==> src/design/dmp_pkg.sv <==
package dmp_pkg;
  localparam int ADDR_W = 4;
  localparam int DATA_W = 8;
  localparam int NUM_CH = 2;

  // Register index within a channel; address bit 3 selects the channel
  localparam logic [2:0] OFS_MODEM_CTRL = 3'h0;
  localparam logic [2:0] OFS_ENH_FEATURE = 3'h1;
  localparam logic [2:0] OFS_IRQ_ENABLE = 3'h2;
  localparam logic [2:0] OFS_DIVISOR_FRAC = 3'h3;
  localparam logic [2:0] OFS_IR_CTRL = 3'h4;
  localparam logic [2:0] OFS_MODEM_STATUS = 3'h5;
  localparam int CH_SEL_BIT = 3;

  // Field positions
  localparam int MCR_DTR_BIT = 0;
  localparam int MCR_RTS_BIT = 1;
  localparam int MCR_OP2_BIT = 3;
  localparam int MCR_IR_BIT = 6;
  localparam int EFR_AUTO_RTS_BIT = 6;
  localparam int EFR_AUTO_CTS_BIT = 7;
  localparam int IER_AUTO_RTS_BIT = 6;
  localparam int IER_AUTO_CTS_BIT = 7;
  localparam int DLD_RS485_BIT = 6;
  localparam int IRC_INVERT_BIT = 0;
  localparam int MSR_CTS_BIT = 4;
  localparam int MSR_DSR_BIT = 5;
  localparam int MSR_RI_BIT = 6;
  localparam int MSR_CD_BIT = 7;

  // Reset values
  localparam logic [7:0] RST_REG = 8'h00;
  localparam logic RST_TX_PIN = 1'b1;
  localparam logic RST_OUT_N = 1'b1;

  // Decoder stretches one received pulse over one bit of 16 sample ticks
  localparam int IR_BIT_TICKS = 16;

  typedef struct packed {
    logic [7:0] modem_ctrl_reg;
    logic [7:0] enhanced_feature_reg;
    logic [7:0] irq_enable_reg;
    logic [7:0] divisor_frac_reg;
    logic [7:0] ir_ctrl_reg;
  } dmp_ctrl_s;

  typedef struct packed {
    logic tx_bit;
    logic tx_busy;
    logic ir_window;
    logic sample_tick;
    logic rx_room;
    logic irq;
  } dmp_core_s;

  typedef struct packed {
    logic recv_in;
    logic clear_to_send_n;
    logic set_ready_n;
    logic carrier_detect_n;
    logic ring_indicator_n;
  } dmp_pin_in_s;

  typedef struct packed {
    logic xmit_out;
    logic req_to_send_n;
    logic terminal_ready_n;
    logic user_output_two_n;
    logic irq_out;
    logic irq_out_oe_n;
  } dmp_pin_out_s;
endpackage

==> src/design/dmp_channel.sv <==
`timescale 1ns/1ps
`default_nettype none
module dmp_channel (
  input wire logic i_sys_clk,
  input wire logic i_rstn,
  input wire logic i_clk_en,
  input wire dmp_pkg::dmp_ctrl_s i_ctrl,
  input wire dmp_pkg::dmp_core_s i_core,
  input wire dmp_pkg::dmp_pin_in_s i_pins,
  output var dmp_pkg::dmp_pin_out_s o_pins,
  output logic o_rx_data,
  output logic o_tx_allow,
  output logic [3:0] o_modem_status
);
  localparam logic [4:0] TICKS = 5'(dmp_pkg::IR_BIT_TICKS);
  logic ir_mode;
  logic auto_rts;
  logic auto_cts;
  logic rs485;
  logic ir_pulse;
  logic [4:0] ir_cnt;
  logic next_tx;
  logic next_rts_n;

  assign ir_mode = i_ctrl.modem_ctrl_reg[dmp_pkg::MCR_IR_BIT];
  assign auto_rts = i_ctrl.enhanced_feature_reg[dmp_pkg::EFR_AUTO_RTS_BIT]
                  & i_ctrl.irq_enable_reg[dmp_pkg::IER_AUTO_RTS_BIT];
  assign auto_cts = i_ctrl.enhanced_feature_reg[dmp_pkg::EFR_AUTO_CTS_BIT]
                  & i_ctrl.irq_enable_reg[dmp_pkg::IER_AUTO_CTS_BIT];
  assign rs485 = i_ctrl.divisor_frac_reg[dmp_pkg::DLD_RS485_BIT];

  // Inversion applied ahead of the decoder
  assign ir_pulse = i_pins.recv_in ^ i_ctrl.ir_ctrl_reg[dmp_pkg::IRC_INVERT_BIT];

  always_comb begin
    if (ir_mode) begin
      next_tx = ~i_core.tx_bit & i_core.ir_window;
    end else begin
      next_tx = i_core.tx_bit | ~i_core.tx_busy;
    end
  end

  always_comb begin
    if (rs485) begin
      next_rts_n = ~i_core.tx_busy;
    end else if (auto_rts) begin
      next_rts_n = ~(i_ctrl.modem_ctrl_reg[dmp_pkg::MCR_RTS_BIT] & i_core.rx_room);
    end else begin
      next_rts_n = ~i_ctrl.modem_ctrl_reg[dmp_pkg::MCR_RTS_BIT];
    end
  end

  always_ff @(posedge i_sys_clk or negedge i_rstn) begin
    if (!i_rstn) begin
      o_pins.xmit_out <= dmp_pkg::RST_TX_PIN;
    end else if (i_clk_en) begin
      o_pins.xmit_out <= next_tx;
    end
  end

  always_ff @(posedge i_sys_clk or negedge i_rstn) begin
    if (!i_rstn) begin
      o_pins.req_to_send_n <= dmp_pkg::RST_OUT_N;
      o_pins.terminal_ready_n <= dmp_pkg::RST_OUT_N;
    end else if (i_clk_en) begin
      o_pins.req_to_send_n <= next_rts_n;
      o_pins.terminal_ready_n <= ~i_ctrl.modem_ctrl_reg[dmp_pkg::MCR_DTR_BIT];
    end
  end

  // OP2 and interrupt enable move together from one bit
  always_ff @(posedge i_sys_clk or negedge i_rstn) begin
    if (!i_rstn) begin
      o_pins.user_output_two_n <= dmp_pkg::RST_OUT_N;
      o_pins.irq_out_oe_n <= 1'b1;
      o_pins.irq_out <= 1'b0;
    end else if (i_clk_en) begin
      o_pins.user_output_two_n <= ~i_ctrl.modem_ctrl_reg[dmp_pkg::MCR_OP2_BIT];
      o_pins.irq_out_oe_n <= ~i_ctrl.modem_ctrl_reg[dmp_pkg::MCR_OP2_BIT];
      o_pins.irq_out <= i_core.irq;
    end
  end

  // A pulse holds the decoded line low for one bit time; a new pulse restarts it
  always_ff @(posedge i_sys_clk or negedge i_rstn) begin
    if (!i_rstn) begin
      ir_cnt <= 5'h0;
    end else if (i_clk_en) begin
      if (ir_pulse) begin
        ir_cnt <= TICKS;
      end else if (i_core.sample_tick && ir_cnt != 5'h0) begin
        ir_cnt <= ir_cnt - 5'h1;
      end
    end
  end

  always_ff @(posedge i_sys_clk or negedge i_rstn) begin
    if (!i_rstn) begin
      o_rx_data <= 1'b1;
    end else if (i_clk_en) begin
      o_rx_data <= ir_mode ? (ir_cnt == 5'h0 && !ir_pulse) : i_pins.recv_in;
    end
  end

  // Without auto CTS the pin is only reported, never gating
  always_ff @(posedge i_sys_clk or negedge i_rstn) begin
    if (!i_rstn) begin
      o_tx_allow <= 1'b1;
      o_modem_status <= 4'h0;
    end else if (i_clk_en) begin
      o_tx_allow <= ~auto_cts | ~i_pins.clear_to_send_n;
      o_modem_status <= {~i_pins.carrier_detect_n, ~i_pins.ring_indicator_n,
                         ~i_pins.set_ready_n, ~i_pins.clear_to_send_n};
    end
  end
endmodule
`default_nettype wire

==> src/design/dmp_serial_pins.sv <==
`timescale 1ns/1ps
`default_nettype none
// What this block does
// - Standard mode: transmit idles high, high in reset
// - Infrared mode: encoder path, transmit idles low
// - Infrared receive: optional inversion before decoder
// - RTS doubles as RS-485 direction control
// - CTS gates transmit under auto CTS
// - OP2 bit one: interrupt driven, OP2 low
// - OP2 bit zero: interrupt floats, OP2 high
// - DTR: active-low software-controlled output
// - CD, RI, DSR sampled active-low status inputs
module dmp_serial_pins (
  input wire logic i_sys_clk,
  input wire logic i_rstn,
  input wire logic i_clk_en,
  input wire logic [dmp_pkg::ADDR_W-1:0] i_addr,
  input wire logic [dmp_pkg::DATA_W-1:0] i_wdata,
  input wire logic i_wr,
  input wire logic i_rd,
  output logic [dmp_pkg::DATA_W-1:0] o_rdata,
  input wire dmp_pkg::dmp_core_s i_core_ch_a,
  input wire dmp_pkg::dmp_core_s i_core_ch_b,
  output logic o_rx_data_ch_a,
  output logic o_rx_data_ch_b,
  output logic o_tx_allow_ch_a,
  output logic o_tx_allow_ch_b,
  input wire logic i_recv_in_ch_a,
  input wire logic i_recv_in_ch_b,
  input wire logic i_clear_to_send_ch_a_n,
  input wire logic i_clear_to_send_ch_b_n,
  input wire logic i_set_ready_ch_a_n,
  input wire logic i_set_ready_ch_b_n,
  input wire logic i_carrier_detect_ch_a_n,
  input wire logic i_carrier_detect_ch_b_n,
  input wire logic i_ring_indicator_ch_a_n,
  input wire logic i_ring_indicator_ch_b_n,
  output logic o_xmit_out_ch_a,
  output logic o_xmit_out_ch_b,
  output logic o_req_to_send_ch_a_n,
  output logic o_req_to_send_ch_b_n,
  output logic o_terminal_ready_ch_a_n,
  output logic o_terminal_ready_ch_b_n,
  output logic o_user_output_two_ch_a_n,
  output logic o_user_output_two_ch_b_n,
  output logic o_irq_out_ch_a,
  output logic o_irq_out_ch_b,
  output logic o_irq_out_ch_a_oe_n,
  output logic o_irq_out_ch_b_oe_n
);
  dmp_pkg::dmp_core_s core [dmp_pkg::NUM_CH];
  dmp_pkg::dmp_pin_in_s pin_in [dmp_pkg::NUM_CH];
  dmp_pkg::dmp_pin_out_s pin_out [dmp_pkg::NUM_CH];
  dmp_pkg::dmp_ctrl_s ctrl [dmp_pkg::NUM_CH];
  logic [3:0] status [dmp_pkg::NUM_CH];
  logic rx_data [dmp_pkg::NUM_CH];
  logic tx_allow [dmp_pkg::NUM_CH];
  logic ch_sel;
  logic [2:0] reg_ofs;
  logic [dmp_pkg::DATA_W-1:0] next_rdata;

  assign ch_sel = i_addr[dmp_pkg::CH_SEL_BIT];
  assign reg_ofs = i_addr[2:0];

  assign core[0] = i_core_ch_a;
  assign core[1] = i_core_ch_b;
  assign pin_in[0] = '{recv_in: i_recv_in_ch_a, clear_to_send_n: i_clear_to_send_ch_a_n,
                       set_ready_n: i_set_ready_ch_a_n,
                       carrier_detect_n: i_carrier_detect_ch_a_n,
                       ring_indicator_n: i_ring_indicator_ch_a_n};
  assign pin_in[1] = '{recv_in: i_recv_in_ch_b, clear_to_send_n: i_clear_to_send_ch_b_n,
                       set_ready_n: i_set_ready_ch_b_n,
                       carrier_detect_n: i_carrier_detect_ch_b_n,
                       ring_indicator_n: i_ring_indicator_ch_b_n};

  // Each channel has its own register set and pin logic
  for (genvar ch = 0; ch < dmp_pkg::NUM_CH; ch++) begin : g_ch
    logic wr_here;
    assign wr_here = i_wr && (ch_sel == 1'(ch));

    always_ff @(posedge i_sys_clk or negedge i_rstn) begin
      if (!i_rstn) begin
        ctrl[ch] <= {5{dmp_pkg::RST_REG}};
      end else if (i_clk_en && wr_here) begin
        unique case (reg_ofs)
          dmp_pkg::OFS_MODEM_CTRL: ctrl[ch].modem_ctrl_reg <= i_wdata;
          dmp_pkg::OFS_ENH_FEATURE: ctrl[ch].enhanced_feature_reg <= i_wdata;
          dmp_pkg::OFS_IRQ_ENABLE: ctrl[ch].irq_enable_reg <= i_wdata;
          dmp_pkg::OFS_DIVISOR_FRAC: ctrl[ch].divisor_frac_reg <= i_wdata;
          dmp_pkg::OFS_IR_CTRL: ctrl[ch].ir_ctrl_reg <= i_wdata;
          default: begin
          end
        endcase
      end
    end

    dmp_channel u_chan (
      .i_sys_clk(i_sys_clk),
      .i_rstn(i_rstn),
      .i_clk_en(i_clk_en),
      .i_ctrl(ctrl[ch]),
      .i_core(core[ch]),
      .i_pins(pin_in[ch]),
      .o_pins(pin_out[ch]),
      .o_rx_data(rx_data[ch]),
      .o_tx_allow(tx_allow[ch]),
      .o_modem_status(status[ch])
    );
  end

  always_comb begin
    next_rdata = '0;
    unique case (reg_ofs)
      dmp_pkg::OFS_MODEM_CTRL: next_rdata = ctrl[ch_sel].modem_ctrl_reg;
      dmp_pkg::OFS_ENH_FEATURE: next_rdata = ctrl[ch_sel].enhanced_feature_reg;
      dmp_pkg::OFS_IRQ_ENABLE: next_rdata = ctrl[ch_sel].irq_enable_reg;
      dmp_pkg::OFS_DIVISOR_FRAC: next_rdata = ctrl[ch_sel].divisor_frac_reg;
      dmp_pkg::OFS_IR_CTRL: next_rdata = ctrl[ch_sel].ir_ctrl_reg;
      dmp_pkg::OFS_MODEM_STATUS: next_rdata = {status[ch_sel], 4'h0};
      default: next_rdata = '0;
    endcase
  end

  // Read data stands only in the cycle after the strobe
  always_ff @(posedge i_sys_clk or negedge i_rstn) begin
    if (!i_rstn) begin
      o_rdata <= '0;
    end else if (i_clk_en) begin
      o_rdata <= i_rd ? next_rdata : '0;
    end
  end

  assign o_rx_data_ch_a = rx_data[0];
  assign o_rx_data_ch_b = rx_data[1];
  assign o_tx_allow_ch_a = tx_allow[0];
  assign o_tx_allow_ch_b = tx_allow[1];
  assign o_xmit_out_ch_a = pin_out[0].xmit_out;
  assign o_xmit_out_ch_b = pin_out[1].xmit_out;
  assign o_req_to_send_ch_a_n = pin_out[0].req_to_send_n;
  assign o_req_to_send_ch_b_n = pin_out[1].req_to_send_n;
  assign o_terminal_ready_ch_a_n = pin_out[0].terminal_ready_n;
  assign o_terminal_ready_ch_b_n = pin_out[1].terminal_ready_n;
  assign o_user_output_two_ch_a_n = pin_out[0].user_output_two_n;
  assign o_user_output_two_ch_b_n = pin_out[1].user_output_two_n;
  assign o_irq_out_ch_a = pin_out[0].irq_out;
  assign o_irq_out_ch_b = pin_out[1].irq_out;
  assign o_irq_out_ch_a_oe_n = pin_out[0].irq_out_oe_n;
  assign o_irq_out_ch_b_oe_n = pin_out[1].irq_out_oe_n;
endmodule
`default_nettype wire

==> config.mk <==
export PLATFORM = sky130hd
export DESIGN_NAME = dmp_serial_pins
export DESIGN_NICKNAME = d
export VERILOG_FILES = /design/src/design/dmp_pkg.sv /design/src/design/dmp_channel.sv /design/src/design/dmp_serial_pins.sv
export SDC_FILE = /design/constraint.sdc
export NUM_CORES = 1
export LEC_CHECK = 0
export BUFFER_PORTS_ARGS = -buffer_cell sky130_fd_sc_hd__buf_2
export CAP_MARGIN = 10
export CELL_PAD_IN_SITES_DETAIL_PLACEMENT = 1
export CELL_PAD_IN_SITES_GLOBAL_PLACEMENT = 1
export CORE_MARGIN = 2
export CORE_UTILIZATION = 48
export CTS_CLUSTER_DIAMETER = 60
export DETAILED_ROUTE_END_ITERATION = 10
export PLACE_DENSITY_LB_ADDON = 0.3
export SLEW_MARGIN = 20
export SYNTH_ARGS = -nofsm -noshare
export SYNTH_HDL_FRONTEND = slang
export SYNTH_SLANG_ARGS = --single-unit
==> constraint.sdc <==
create_clock -name i_sys_clk -period 2.43 [get_ports i_sys_clk]
set_input_delay 0.486 -clock i_sys_clk [delete_from_list [all_inputs] [get_ports i_sys_clk]]
set_output_delay 0.486 -clock i_sys_clk [all_outputs]
set_load 0.05 [all_outputs]
**Yosys cells after proc, flatten, opt, wreduce, memory -nomap -nowiden**

Cells that the tools add are included.

- Flip-flop bits (word level): 120
- Word-level logic and storage cells: 124
- Input port bits: 39

- Add/subtract/negate cells: 2
- Order comparisons: 1
- Bitwise logic cells: 38
- Reduce and logical (&&, ||, !) cells: 29
- Equality and inequality tests: 5
- Multiplexer cells: 20

Operator list:

| operator | count |
|---|---|
| 40-bit 2-to-1 mux | 3 |
| 8-bit case mux with 6 select lines | 1 |
| 2-bit AND reduction | 12 |
| 1-bit NOT | 23 |
| 5-bit 2-to-1 mux | 4 |
| 4-bit 2-to-1 mux | 3 |
| 5-bit zero test | 2 |
| 5-bit nonzero test | 2 |
| 5-bit by 1-bit subtractor with 5-bit output (second input constant) | 2 |
| 1-bit AND | 8 |
| 1-bit logical AND | 8 |
| 1-bit 2-to-1 mux | 8 |
| 8-bit 2-to-1 mux | 1 |
| 3-bit by 2-bit equality test with 1-bit output (second input constant) | 2 |
| 3-bit equality test (second input constant) | 2 |
| 1-bit bitwise OR | 4 |
| 2-bit nonzero test | 2 |
| 3-bit by 1-bit equality test with 1-bit output (second input constant) | 1 |
| 3-bit zero test | 1 |
| 2-bit >= comparator (second input constant) | 1 |
| 1-bit zero test | 2 |
| 1-bit NOT with 2-bit output | 1 |
| 1-bit XOR | 2 |

**Logic depth before layout (Yosys ltp)**

Gate-level depths: netlist of run 1.

- Depth in word-level cells: 6
- Gate-level depth with buffers: 6

**Hierarchy**

From an unflattened synthesis of run 1, not the netlist that was laid out.

- Cells, all modules: 433
- Area total of the unflattened synthesis: 5691.7 µm²

Modules (own cells, without submodules):

| module | area an instance (µm²) | cells an instance | seq. area each (µm²) | instances |
|---|---|---|---|---|
| dmp_serial_pins | 4147.7 | 289 | 2202.1 | 1 |
| dmp_channel | 772.0 | 72 | 407.9 | 2 |

**Worst setup path after synthesis of run 1**

OpenSTA, ideal clock, no wires.

- Path kind: reg2reg
- From: register g_ch[1].u_chan.ir_cnt[0]
- To: register g_ch[1].u_chan.ir_cnt[2]
- Arrival: 1.599 ns
- Stages on the path, launching flop included: 7
- Setup slack: 0.711 ns
- Cells stage by stage: dfrtp_1 inv_1 ha_1 or4b_4 and3_4 and3_1 a31o_1

- Longest elaborated chain between the ends: 4
- Elaborated cells between the ends (all ways): 7
- Classes of those cells: add/sub: 1; mux: 2; reduce/logical: 4

RTL lines:

| element | line | source |
|---|---|---|
| from (decl) | dmp_channel.sv:21 | `logic [4:0] ir_cnt;` |
| from (signal assigned) | dmp_channel.sv:92 | `ir_cnt <= ir_cnt - 5'h1;` |
| parallel branches: the longest is 4 deep, another holds 5-bit by 1-bit subtractor with 5-bit output | n/a |  |

Parallel ways; which one is timed is not known. The select of a mux whose other input is x is not followed.
A chain may end at the register's enable or synchronous reset.

**Worst setup path in the final report of run 1**

- From: register g_ch[1].u_chan.ir_cnt[1]
- To: register g_ch[1].u_chan.ir_cnt[2]

Same word-level chain as after synthesis.

==> out/metrics.csv, run 1 <==
metric;value;unit
status;finished, final reports clean;
syn_nets;475;
clockBufferDepth;2;
drt_iter0_drc;169;
clock-skew-final;0.00709;ns
grt_pass1_vias;4201;
syn2layout_area_growth;18.1;%
routed_wl;14.4;mm
grt_max_degree;51;
critPathCaptureType;register;
cp-start-kind;register;
syn_avg_cell_area;12.8;sq um
clock.fmax;544;MHz
worstPathRequired;2.74;ns
dieWidth;112;um
rsz0062_at_grt;no;
yosysTopAreaCellShare;48.5;%
vias_per_cell;5.85;
ir_drop;0.000510;V
worst_slew_pin_slew;0.811;ns
start_util;49.0;%
synthCells;434;
setup-violations-final;0;
io_pins;63;
cts_tree;yes;
drt_first_pass_iters;4;
finalMaxSlewViolations;0;
cts_root_buf;clkbuf_16;
coreArea;11400;sq um
cts_setup_buffers;0;
synth_edf_count;0;
cts.repair.resized;0;
fp.dieH;112;um
track_usage;24.2;%
cts_num_sinks;120;
fin_crit_sh;75.6;%
grt_pass1_wl;22.9;mm
antenna_found_initial;0;
async_flop_share;100;%
num_rows;39;
fin_setup_tns;0;ns
ys.flop_type;dfrtp_1;
htree_levels;4;
multi_input_area;2420;sq um
synth.area.top_cells;dfrtp_1 (48%), mux2_2 (16%), mux2i_1 (7.9%);
power_density;919;nW/um^2
layout.nets;548;
clk_transition_reported_paths;0.05;ns
fin_cells;663;
worstPathMaxFanout;5;
numCtsBuffers;17;
wl_per_cell;21.7;um
p_leak;3.09;nW
cts-hold-fix-buffers;0;
min_period;1.84;ns
detail-route-antenna-nets;0;
drc;0;
clock_latency;0.42;ns
port_buffers;62;
drive_above_1_share;39.8;%
gr-total-overflow;0;
vias;3879;
dp_hpwl;10.2;mm
yosysWarnings;0;
maxCapViolations;0;
hold_violations;0;
synth_seq_area_share;54.2;%
final.fill_count;1183;
dp_cells;631;
regArea;3020;sq um
antenna_cells;0;
yosysTopAreaCell;dfrtp_1;
gp_congestion;0.811;
worstSetupPathType;register to register;
dieArea;12500;sq um
synth-seq-cells;120;
critical_path_arrival;2.14;ns
ys_types;44;
hold_class;input port to asynchronous set/reset pin;
syn_area;5570;sq um
max_slew_margin;45.9;%
==> logic make-up after synthesis <==
logic type                 Yosys count  share of synthesized area (%)
AOI/OAI and AO/OA                   73                           8.13
xor gates and xnor gates             4                          0.629
adders and majority gates            2                          0.449
buffers and inverters               30                           2.47
DFF                                120                           54.2
muxes                              125                           24.3
and+or+nand+nor                     80                           9.90
==> registers in the layout, indices dropped and copies added, names as in the netlist <==
name,cells
g_ch.u_chan.o_rx_data,2
g_ch.u_chan.ir_cnt,10
g_ch.u_chan.o_tx_allow,2
ctrl,80
o_rdata,8
g_ch.u_chan.o_pins,10
g_ch.u_chan.o_modem_status,8
==> cell type report <==
cell class | instances | area share (%)
inverter | 11 | 0.627
sequential | 120 | 45.8
tap | 143 | 2.72
clock buffer | 27 | 7.34
multi-input combinational | 284 | 36.7
timing repair buffer | 73 | 6.39
clock inverter | 5 | 0.380
==> synthesized netlist by cell type, types with 2 or more instances <==
cell and instances:
clkbuf_1 4, inv_1 11, nand4_1 2, buf_1 3, dfstp_2 12, a21oi_1 16
mux2i_1 44, nor2_4 5, nor2_8 4, or4b_4 2, buf_2 8, o211ai_1 2
xor2_1 4, ha_1 2, buf_4 4, o22ai_1 20, nor2_1 17, nand2_1 19
o21ai_0 17, nand3b_1 4, mux2_2 81, or3b_1 3, nor3_1 9, a41oi_1 2
o2bb2ai_1 8, a31oi_1 2, dfrtp_1 108, nand3_1 3, o31ai_1 3
==> layer usage <==
| metal | GRT usage [%] | share of wire, % | vias up |
|---|---|---|---|
| met5 | 0 | 0 | - |
| met4 | 11.0 | 2.4 | 0 |
| met3 | 5.33 | 4.3 | 27 |
| met2 | 40.6 | 51 | 97 |
| met1 | 30.1 | 43 | 2013 |
| li1 | - | - | 1742 |
==> cell usage in the layout (no fill, tap or decap), types with 3 or more instances in the layout <==
| cell | netlist | routed |
|---|---|---|
| a21oi_1 | 16 | 16 |
| buf_2 | 8 | 61 |
| buf_4 | 4 | 10 |
| clkbuf_1 | 4 | 8 |
| clkbuf_16 | 0 | 17 |
| clkinv_2 | 0 | 5 |
| dfrtp_1 | 108 | 108 |
| dfstp_2 | 12 | 12 |
| inv_1 | 11 | 11 |
| mux2_2 | 81 | 81 |
| mux2i_1 | 44 | 44 |
| nand2_1 | 19 | 19 |
| nand3_1 | 3 | 3 |
| nand3b_1 | 4 | 4 |
| nor2_1 | 17 | 17 |
| nor2_4 | 5 | 5 |
| nor2_8 | 4 | 4 |
| nor3_1 | 9 | 9 |
| o21ai_0 | 17 | 17 |
| o22ai_1 | 20 | 20 |
| o2bb2ai_1 | 8 | 8 |
| o31ai_1 | 3 | 3 |
| or3b_1 | 3 | 3 |
| xor2_1 | 4 | 4 |
==> power by group <==
group,switching (W),total (W),internal (W)
clock network,0.000823,0.00217,0.00134
logic,0.000680,0.00120,0.000524
registers,0.000271,0.00268,0.00241
total,0.00177,0.00605,0.00428
==> worst paths after layout <==
path / cells past startpoint / from / end / slack, ns
max: 6 / g_ch[1].u_chan.ir_cnt[1] / g_ch[1].u_chan.ir_cnt[2] / 0.59
min: 1 / i_rstn / g_ch[1].u_chan.o_modem_status[1] / 0.01
max in group asynchronous: 2 / i_rstn / g_ch[0].u_chan.o_tx_allow / 1.67
min reg2reg: 1 / ctrl[72] / g_ch[0].u_chan.o_pins[3] / 0.47
max reg2reg: 6 / g_ch[1].u_chan.ir_cnt[1] / g_ch[1].u_chan.ir_cnt[2] / 0.59
min in group i_sys_clk: 2 / i_ring_indicator_ch_b_n / g_ch[1].u_chan.o_modem_status[2] / 0.24
==> metrics by stage <==
step | worst slack (ns) | hold WS (ns) | cell area, sq um | util (%) | power, W
floorplan | 0.711 | 0.190 | 5570 | - | 0.00351
global placement | 0.370 | 0.442 | 6080 | 53.4 | 0.00382
detailed placement | 0.331 | 0.453 | 6080 | 53.4 | 0.00392
CTS | 0.592 | 0.00815 | 6580 | 57.9 | 0.00611
global route | 0.516 | 0.0251 | 6580 | 57.9 | 0.00635
finish | 0.592 | 0.0123 | 6580 | 57.9 | 0.00605
==> critical path, stage by stage, from the launching register on <==
cell and delay [ns]:
dfrtp_1 0.40, inv_1 0.07, ha_1 0.20, or4b_4 0.51, and3_4 0.21, and3_1 0.16, a31o_1 0.17
Note: power is estimated with default switching activity, not from simulation.
==> run 2, diff against run 1 <==
--- a/config.mk
+++ b/config.mk
@@ -10,7 +10,7 @@
 export CELL_PAD_IN_SITES_DETAIL_PLACEMENT = 1
 export CELL_PAD_IN_SITES_GLOBAL_PLACEMENT = 1
 export CORE_MARGIN = 2
-export CORE_UTILIZATION = 48
+export CORE_UTILIZATION = 43
 export CTS_CLUSTER_DIAMETER = 60
 export DETAILED_ROUTE_END_ITERATION = 10
 export PLACE_DENSITY_LB_ADDON = 0.3
==> constraint.sdc (replaced) <==
create_clock -name i_sys_clk -period 1.5 [get_ports i_sys_clk]
set_input_delay 0.3 -clock i_sys_clk [delete_from_list [all_inputs] [get_ports i_sys_clk]]
set_output_delay 0.3 -clock i_sys_clk [all_outputs]
set_load 0.05 [all_outputs]
==> run 2 against run 1 <==
  * The flow now finishes with violations (setup timing)
  * Wire length rose by 3.9%
  * Combinational power grew 100%
  * First-iteration DRC count up 7.1%
  * Total power up 82%
  * Sequential power grew 62%
  * Register-to-register slack got worse by 0.82 ns
  * Worst setup slack worse by 0.82 ns
  * Design area up 8.5%
  * Critical path depth unchanged
  * Hold slack better by 0.039 ns
  * Critical path type unchanged
==> out/metrics.csv, run 2 (synthesis results as in run 1) <==
metric;value;unit
port_buffers;62;
clockBufferDepth;2;
reg_top3;ctrl x80, g_ch.u_chan.ir_cnt x10, g_ch.u_chan.o_pins x10;
track_usage;22.9;%
vias;3912;
status;complete, but fails checks;
max_slew_margin;65.5;%
power_density;1550;nW/um^2
start_util;44.2;%
pre_cts_slack;-0.265;ns
grt_pass1_wl;24.2;mm
wl_per_cell;20.6;um
p_leak;3.36;nW
drive_above_1_share;46.6;%
vias_per_cell;5.39;
cp_slowest_cell;or4b_4;
detail-route-antenna-nets;0;
worstPathRequired;1.80;ns
violations;setup timing;
drt_iter0_drc;181;
setup_slack;-0.225;ns
dieWidth;118;um
syn2layout_area_growth;28.2;%
timing.hold.ws;0.0517;ns
p_sw;0.00309;W
maxCapViolations;0;
setup-violations-final;11;
rsz0062_at_grt;yes;
gp_congestion;0.822;
htree_levels;4;
clock-skew-final;0.00613;ns
largest_reg_flops;80;
io_pins;63;
antenna_found_initial;0;
dp_hpwl;10.7;mm
grt_max_degree;52;
p_int;0.00795;W
layout_commonest_cell;dfrtp_1;
critical_path_arrival;2.03;ns
hold_class;input port to register;
worstPathMaxFanout;5;
ir_drop;0.000677;V
worstSetupPathType;register to register;
fin_setup_tns;-1.44;ns
fin_crit_sh;115;%
drc;0;
cp_common_cell;and3_4;
cp-start-kind;register;
drt_first_pass_iters;4;
path_cells;inv_1 -> ha_2 -> or4b_4 -> and3_4 -> and3_4 -> a31o_1;
routed_wl;15.0;mm
clk_transition_reported_paths;0.06;ns
min_period;1.72;ns
switching_share;28.0;%
worst_slew_pin_slew;0.515;ns
placed_area;6340;sq um
cts_tree;yes;
layout.nets;582;
gr-total-overflow;0;
antenna_cells;0;
final_cell_mix;dfrtp_1 (108), mux2_2 (81), buf_4 (49), buf_2 (47), mux2i_1 (44);
hold_violations;0;
cts_root_buf;clkbuf_16;
stdcell_area;7140;sq um
sequentialPowerShare;39.2;%
cts_num_sinks;120;
grt_pass1_vias;4347;
critical_path.max_stage_delay;0.47;ns
dieArea;13900;sq um
clock_latency;0.42;ns
critPathCaptureType;register;
coreArea;12600;sq um
final.fill_count;1328;
clock.fmax;580;MHz
regMostFlops;ctrl;
numCtsBuffers;17;
num_rows;41;
fp.dieH;118;um
finalMaxSlewViolations;0;
p_clk_share;38.6;%
pwr-share-comb;22.2;%
==> run 2: worst max-delay path, delay by kind of cell (launching register included) <==
kind / cells / cell delay, ns
compound gates: 1 / 0.18
fa+ha+maj: 1 / 0.17
buf+inv: 1 / 0.07
flops: 1 / 0.39
simple gates: 3 / 0.81
==> run 2: what timing repair did <==
item,4_1_cts,5_1_grt
buffers inserted,5,2
hold buffers,1,0
hold endpoints to repair,108,0
pin swaps,4,7
endpoints found under the setup margin,25,14
resized for setup,22,12
==> run 2: power groups by stage <==
stage | Sequential (W) | Clock [W] | Combinational (W)
after detailed placement | 0.00437 | 0 | 0.00217
after global placement | 0.00431 | 0 | 0.00206
final | 0.00433 | 0.00426 | 0.00245
after floorplan | 0.00450 | 0 | 0.00119
after global routing | 0.00441 | 0.00449 | 0.00266
after CTS | 0.00432 | 0.00434 | 0.00234
==> run 2: final timing paths <==
check | startpoint | endpoint | slack [ns] | cells after the start
min in group asynchronous | i_rstn | g_ch[0].u_chan.ir_cnt[4] | 0.43 | 3
worst min-delay path | i_ring_indicator_ch_b_n | g_ch[1].u_chan.o_modem_status[2] | 0.05 | 2
worst min register to register | ctrl[75] | g_ch[0].u_chan.o_pins[2] | 0.45 | 1
worst max-delay path | g_ch[1].u_chan.ir_cnt[1] | g_ch[1].u_chan.ir_cnt[2] | -0.22 | 6
max in group asynchronous | i_rstn | g_ch[1].u_chan.o_tx_allow | 0.74 | 3
worst max register to register | g_ch[1].u_chan.ir_cnt[1] | g_ch[1].u_chan.ir_cnt[2] | -0.22 | 6
==> run 2: final cells by class <==
type | instances | area (sq um) | area share [%]
tap | 172 | 215 | 3.01
timing repair buffer | 107 | 761 | 10.6
clock buffer | 24 | 512 | 7.16
multi-input combinational | 284 | 2480 | 34.7
clock inverter | 8 | 115 | 1.61
inverter | 11 | 41.3 | 0.578
sequential | 120 | 3020 | 42.2
==> run 2: layer usage <==
metal | GRT usage, % | up-vias | part of all wire (%)
met2 | 37.9 | 73 | 50
met1 | 29.1 | 2008 | 44
met5 | 0 | - | 0
li1 | - | 1802 | -
met4 | 8.58 | 0 | 2.2
met3 | 5.81 | 29 | 3.7
==> run 2: per-stage QoR <==
step                      power, W  std cells  utilization, %
after floorplan            0.00570        434               -
after global placement     0.00638        686            50.2
after detailed placement   0.00654        686            50.2
after CTS                   0.0110        724            56.0
after global routing        0.0116        726            56.6
final                       0.0110        726            56.6
==> run 3, diff against run 2 <==
--- a/config.mk
+++ b/config.mk
@@ -13,6 +13,7 @@
 export CORE_UTILIZATION = 43
 export CTS_CLUSTER_DIAMETER = 60
 export DETAILED_ROUTE_END_ITERATION = 10
+export HOLD_SLACK_MARGIN = 0.08
 export PLACE_DENSITY_LB_ADDON = 0.3
 export SLEW_MARGIN = 20
 export SYNTH_ARGS = -nofsm -noshare
==> run 3 against run 2 <==
  * The run still ends with setup timing left
  * First-iteration DRC count is 5.0% lower
  * Wire length is 1.2% higher
  * Worst setup slack better by 0.0073 ns
  * Largest cell class unchanged
  * Largest power group unchanged
  * Highest routed layer unchanged
==> out/metrics.csv, run 3 (synthesis results as in run 1) <==
metric;value;unit
dieArea;13900;sq um
gp_congestion;0.822;
vias;3970;
wl_per_cell;20.6;um
hold_class;input port to register;
cp.buffers_inverters;1;
detail-route-antenna-nets;0;
syn2layout_area_growth;29.6;%
fp.dieH;118;um
fin_crit_sh;115;%
critical_path.max_stage_delay;0.47;ns
worstPathMaxFanout;5;
maxCapViolations;0;
grt_pass1_vias;4401;
path_delay_family;simple AND/OR/NAND/NOR gates;
p_sw;0.00309;W
critical_path_arrival;2.02;ns
drive_above_1_share;45.9;%
layout_commonest_cell;dfrtp_1;
cp_common_cell;and3_4;
switching_share;28.0;%
worstPathRequired;1.80;ns
fin_setup_tns;-1.42;ns
clock_latency;0.42;ns
dp_hpwl;10.7;mm
timing.hold.ws;0.119;ns
vias_per_cell;5.41;
dieWidth;118;um
track_usage;23.2;%
drc;0;
ir_drop;0.000676;V
p_leak;3.39;nW
coreArea;12600;sq um
grt_max_degree;52;
pre_cts_slack;-0.265;ns
numCtsBuffers;17;
clk_transition_reported_paths;0.05;ns
io_pins;63;
antenna_cells;0;
clockBufferDepth;2;
hold_violations;0;
max_slew_margin;65.2;%
path_cells;inv_1 -> ha_2 -> or4b_4 -> and3_4 -> and3_4 -> a31o_1;
antenna_found_initial;0;
num_rows;41;
grt_pass1_wl;24.5;mm
fin_cells;734;
htree_levels;4;
clock.fmax;582;MHz
layout.nets;590;
pwr-share-comb;22.4;%
worstSetupPathType;register to register;
regMostFlops;ctrl;
largest_reg_flops;80;
violations;setup timing;
drt_first_pass_iters;4;
setup_slack;-0.218;ns
dp_cells;686;
p_int;0.00796;W
rsz0062_at_grt;yes;
cts_tree;yes;
critPathCaptureType;register;
final.fill_count;1325;
final_cell_mix;dfrtp_1 (108), mux2_2 (81), buf_4 (49), buf_2 (47), mux2i_1 (44);
gr-total-overflow;0;
drt_iter0_drc;172;
cts_root_buf;clkbuf_16;
cts_num_sinks;120;
p_clk_share;38.5;%
routed_wl;15.2;mm
cp_slowest_cell;or4b_4;
port_buffers;62;
min_period;1.72;ns
start_util;44.2;%
finalMaxSlewViolations;0;
status;complete, but fails checks;
reg_top3;ctrl x80, g_ch.u_chan.ir_cnt x10, g_ch.u_chan.o_pins x10;
setup-violations-final;11;
cp-start-kind;register;
power_density;1530;nW/um^2
worst_slew_pin_slew;0.521;ns
sequentialPowerShare;39.1;%
clock-skew-final;0.00552;ns
-- run 3: cell count changes in the layout (fill, tap and decap cells not counted) --
cell	delta
dlygate4sd3_1	+8
-- run 3: power groups by stage --
stage,clock [W],sequential (W),combinational (W)
final,0.00426,0.00433,0.00247
after global routing,0.00448,0.00441,0.00268
after CTS,0.00434,0.00432,0.00236
after detailed placement,0,0.00437,0.00217
after global placement,0,0.00431,0.00206
after floorplan,0,0.00450,0.00119
-- run 3: area by class of cell --
class                           count  area, sq um  share of cell area [%]
Timing Repair Buffer              115          841                    11.6
Multi-Input combinational cell    284         2480                    34.4
Clock inverter                      8          115                    1.59
Clock buffer                       24          512                    7.08
Inverter                           11         41.3                   0.572
Sequential cell                   120         3020                    41.8
Tap cell                          172          215                    2.98
-- run 3: path summary, 6_finish.rpt --
check | start | cells past startpoint | slack (ns) | to
worst max register to register | g_ch[1].u_chan.ir_cnt[1] | 6 | -0.22 | g_ch[1].u_chan.ir_cnt[2]
min in group asynchronous | i_rstn | 3 | 0.43 | g_ch[0].u_chan.ir_cnt[4]
worst min register to register | ctrl[75] | 1 | 0.46 | g_ch[0].u_chan.o_pins[2]
worst min-delay path | i_core_ch_b[0] | 2 | 0.12 | g_ch[1].u_chan.o_pins[1]
worst max-delay path | g_ch[1].u_chan.ir_cnt[1] | 6 | -0.22 | g_ch[1].u_chan.ir_cnt[2]
max in group asynchronous | i_rstn | 3 | 0.75 | g_ch[1].u_chan.o_tx_allow
-- run 3: layer usage --
metal	wire, um	global-route usage (%)	vias up
met3	617	5.91	29
met2	7600	38.6	87
li1	-	-	1819
met1	6600	29.4	2035
met5	0	0	-
met4	331	8.13	0
-- run 3: repair_timing --
action / in CTS / in global routing
pin swaps: 4 / 7
endpoints found under the hold margin: 116 / 0
setup endpoints to repair: 25 / 14
buffers inserted: 5 / 2
gates resized for setup: 22 / 12
hold buffers: 9 / 0
-- run 3: metrics by stage --
step | cell area, sq um | utilization, % | power, W
after floorplan | 5580 | - | 0.00570
after global placement | 6340 | 50.2 | 0.00638
after detailed placement | 6340 | 50.2 | 0.00654
after CTS | 7150 | 56.7 | 0.0110
after global routing | 7220 | 57.2 | 0.0116
final | 7220 | 57.2 | 0.0111
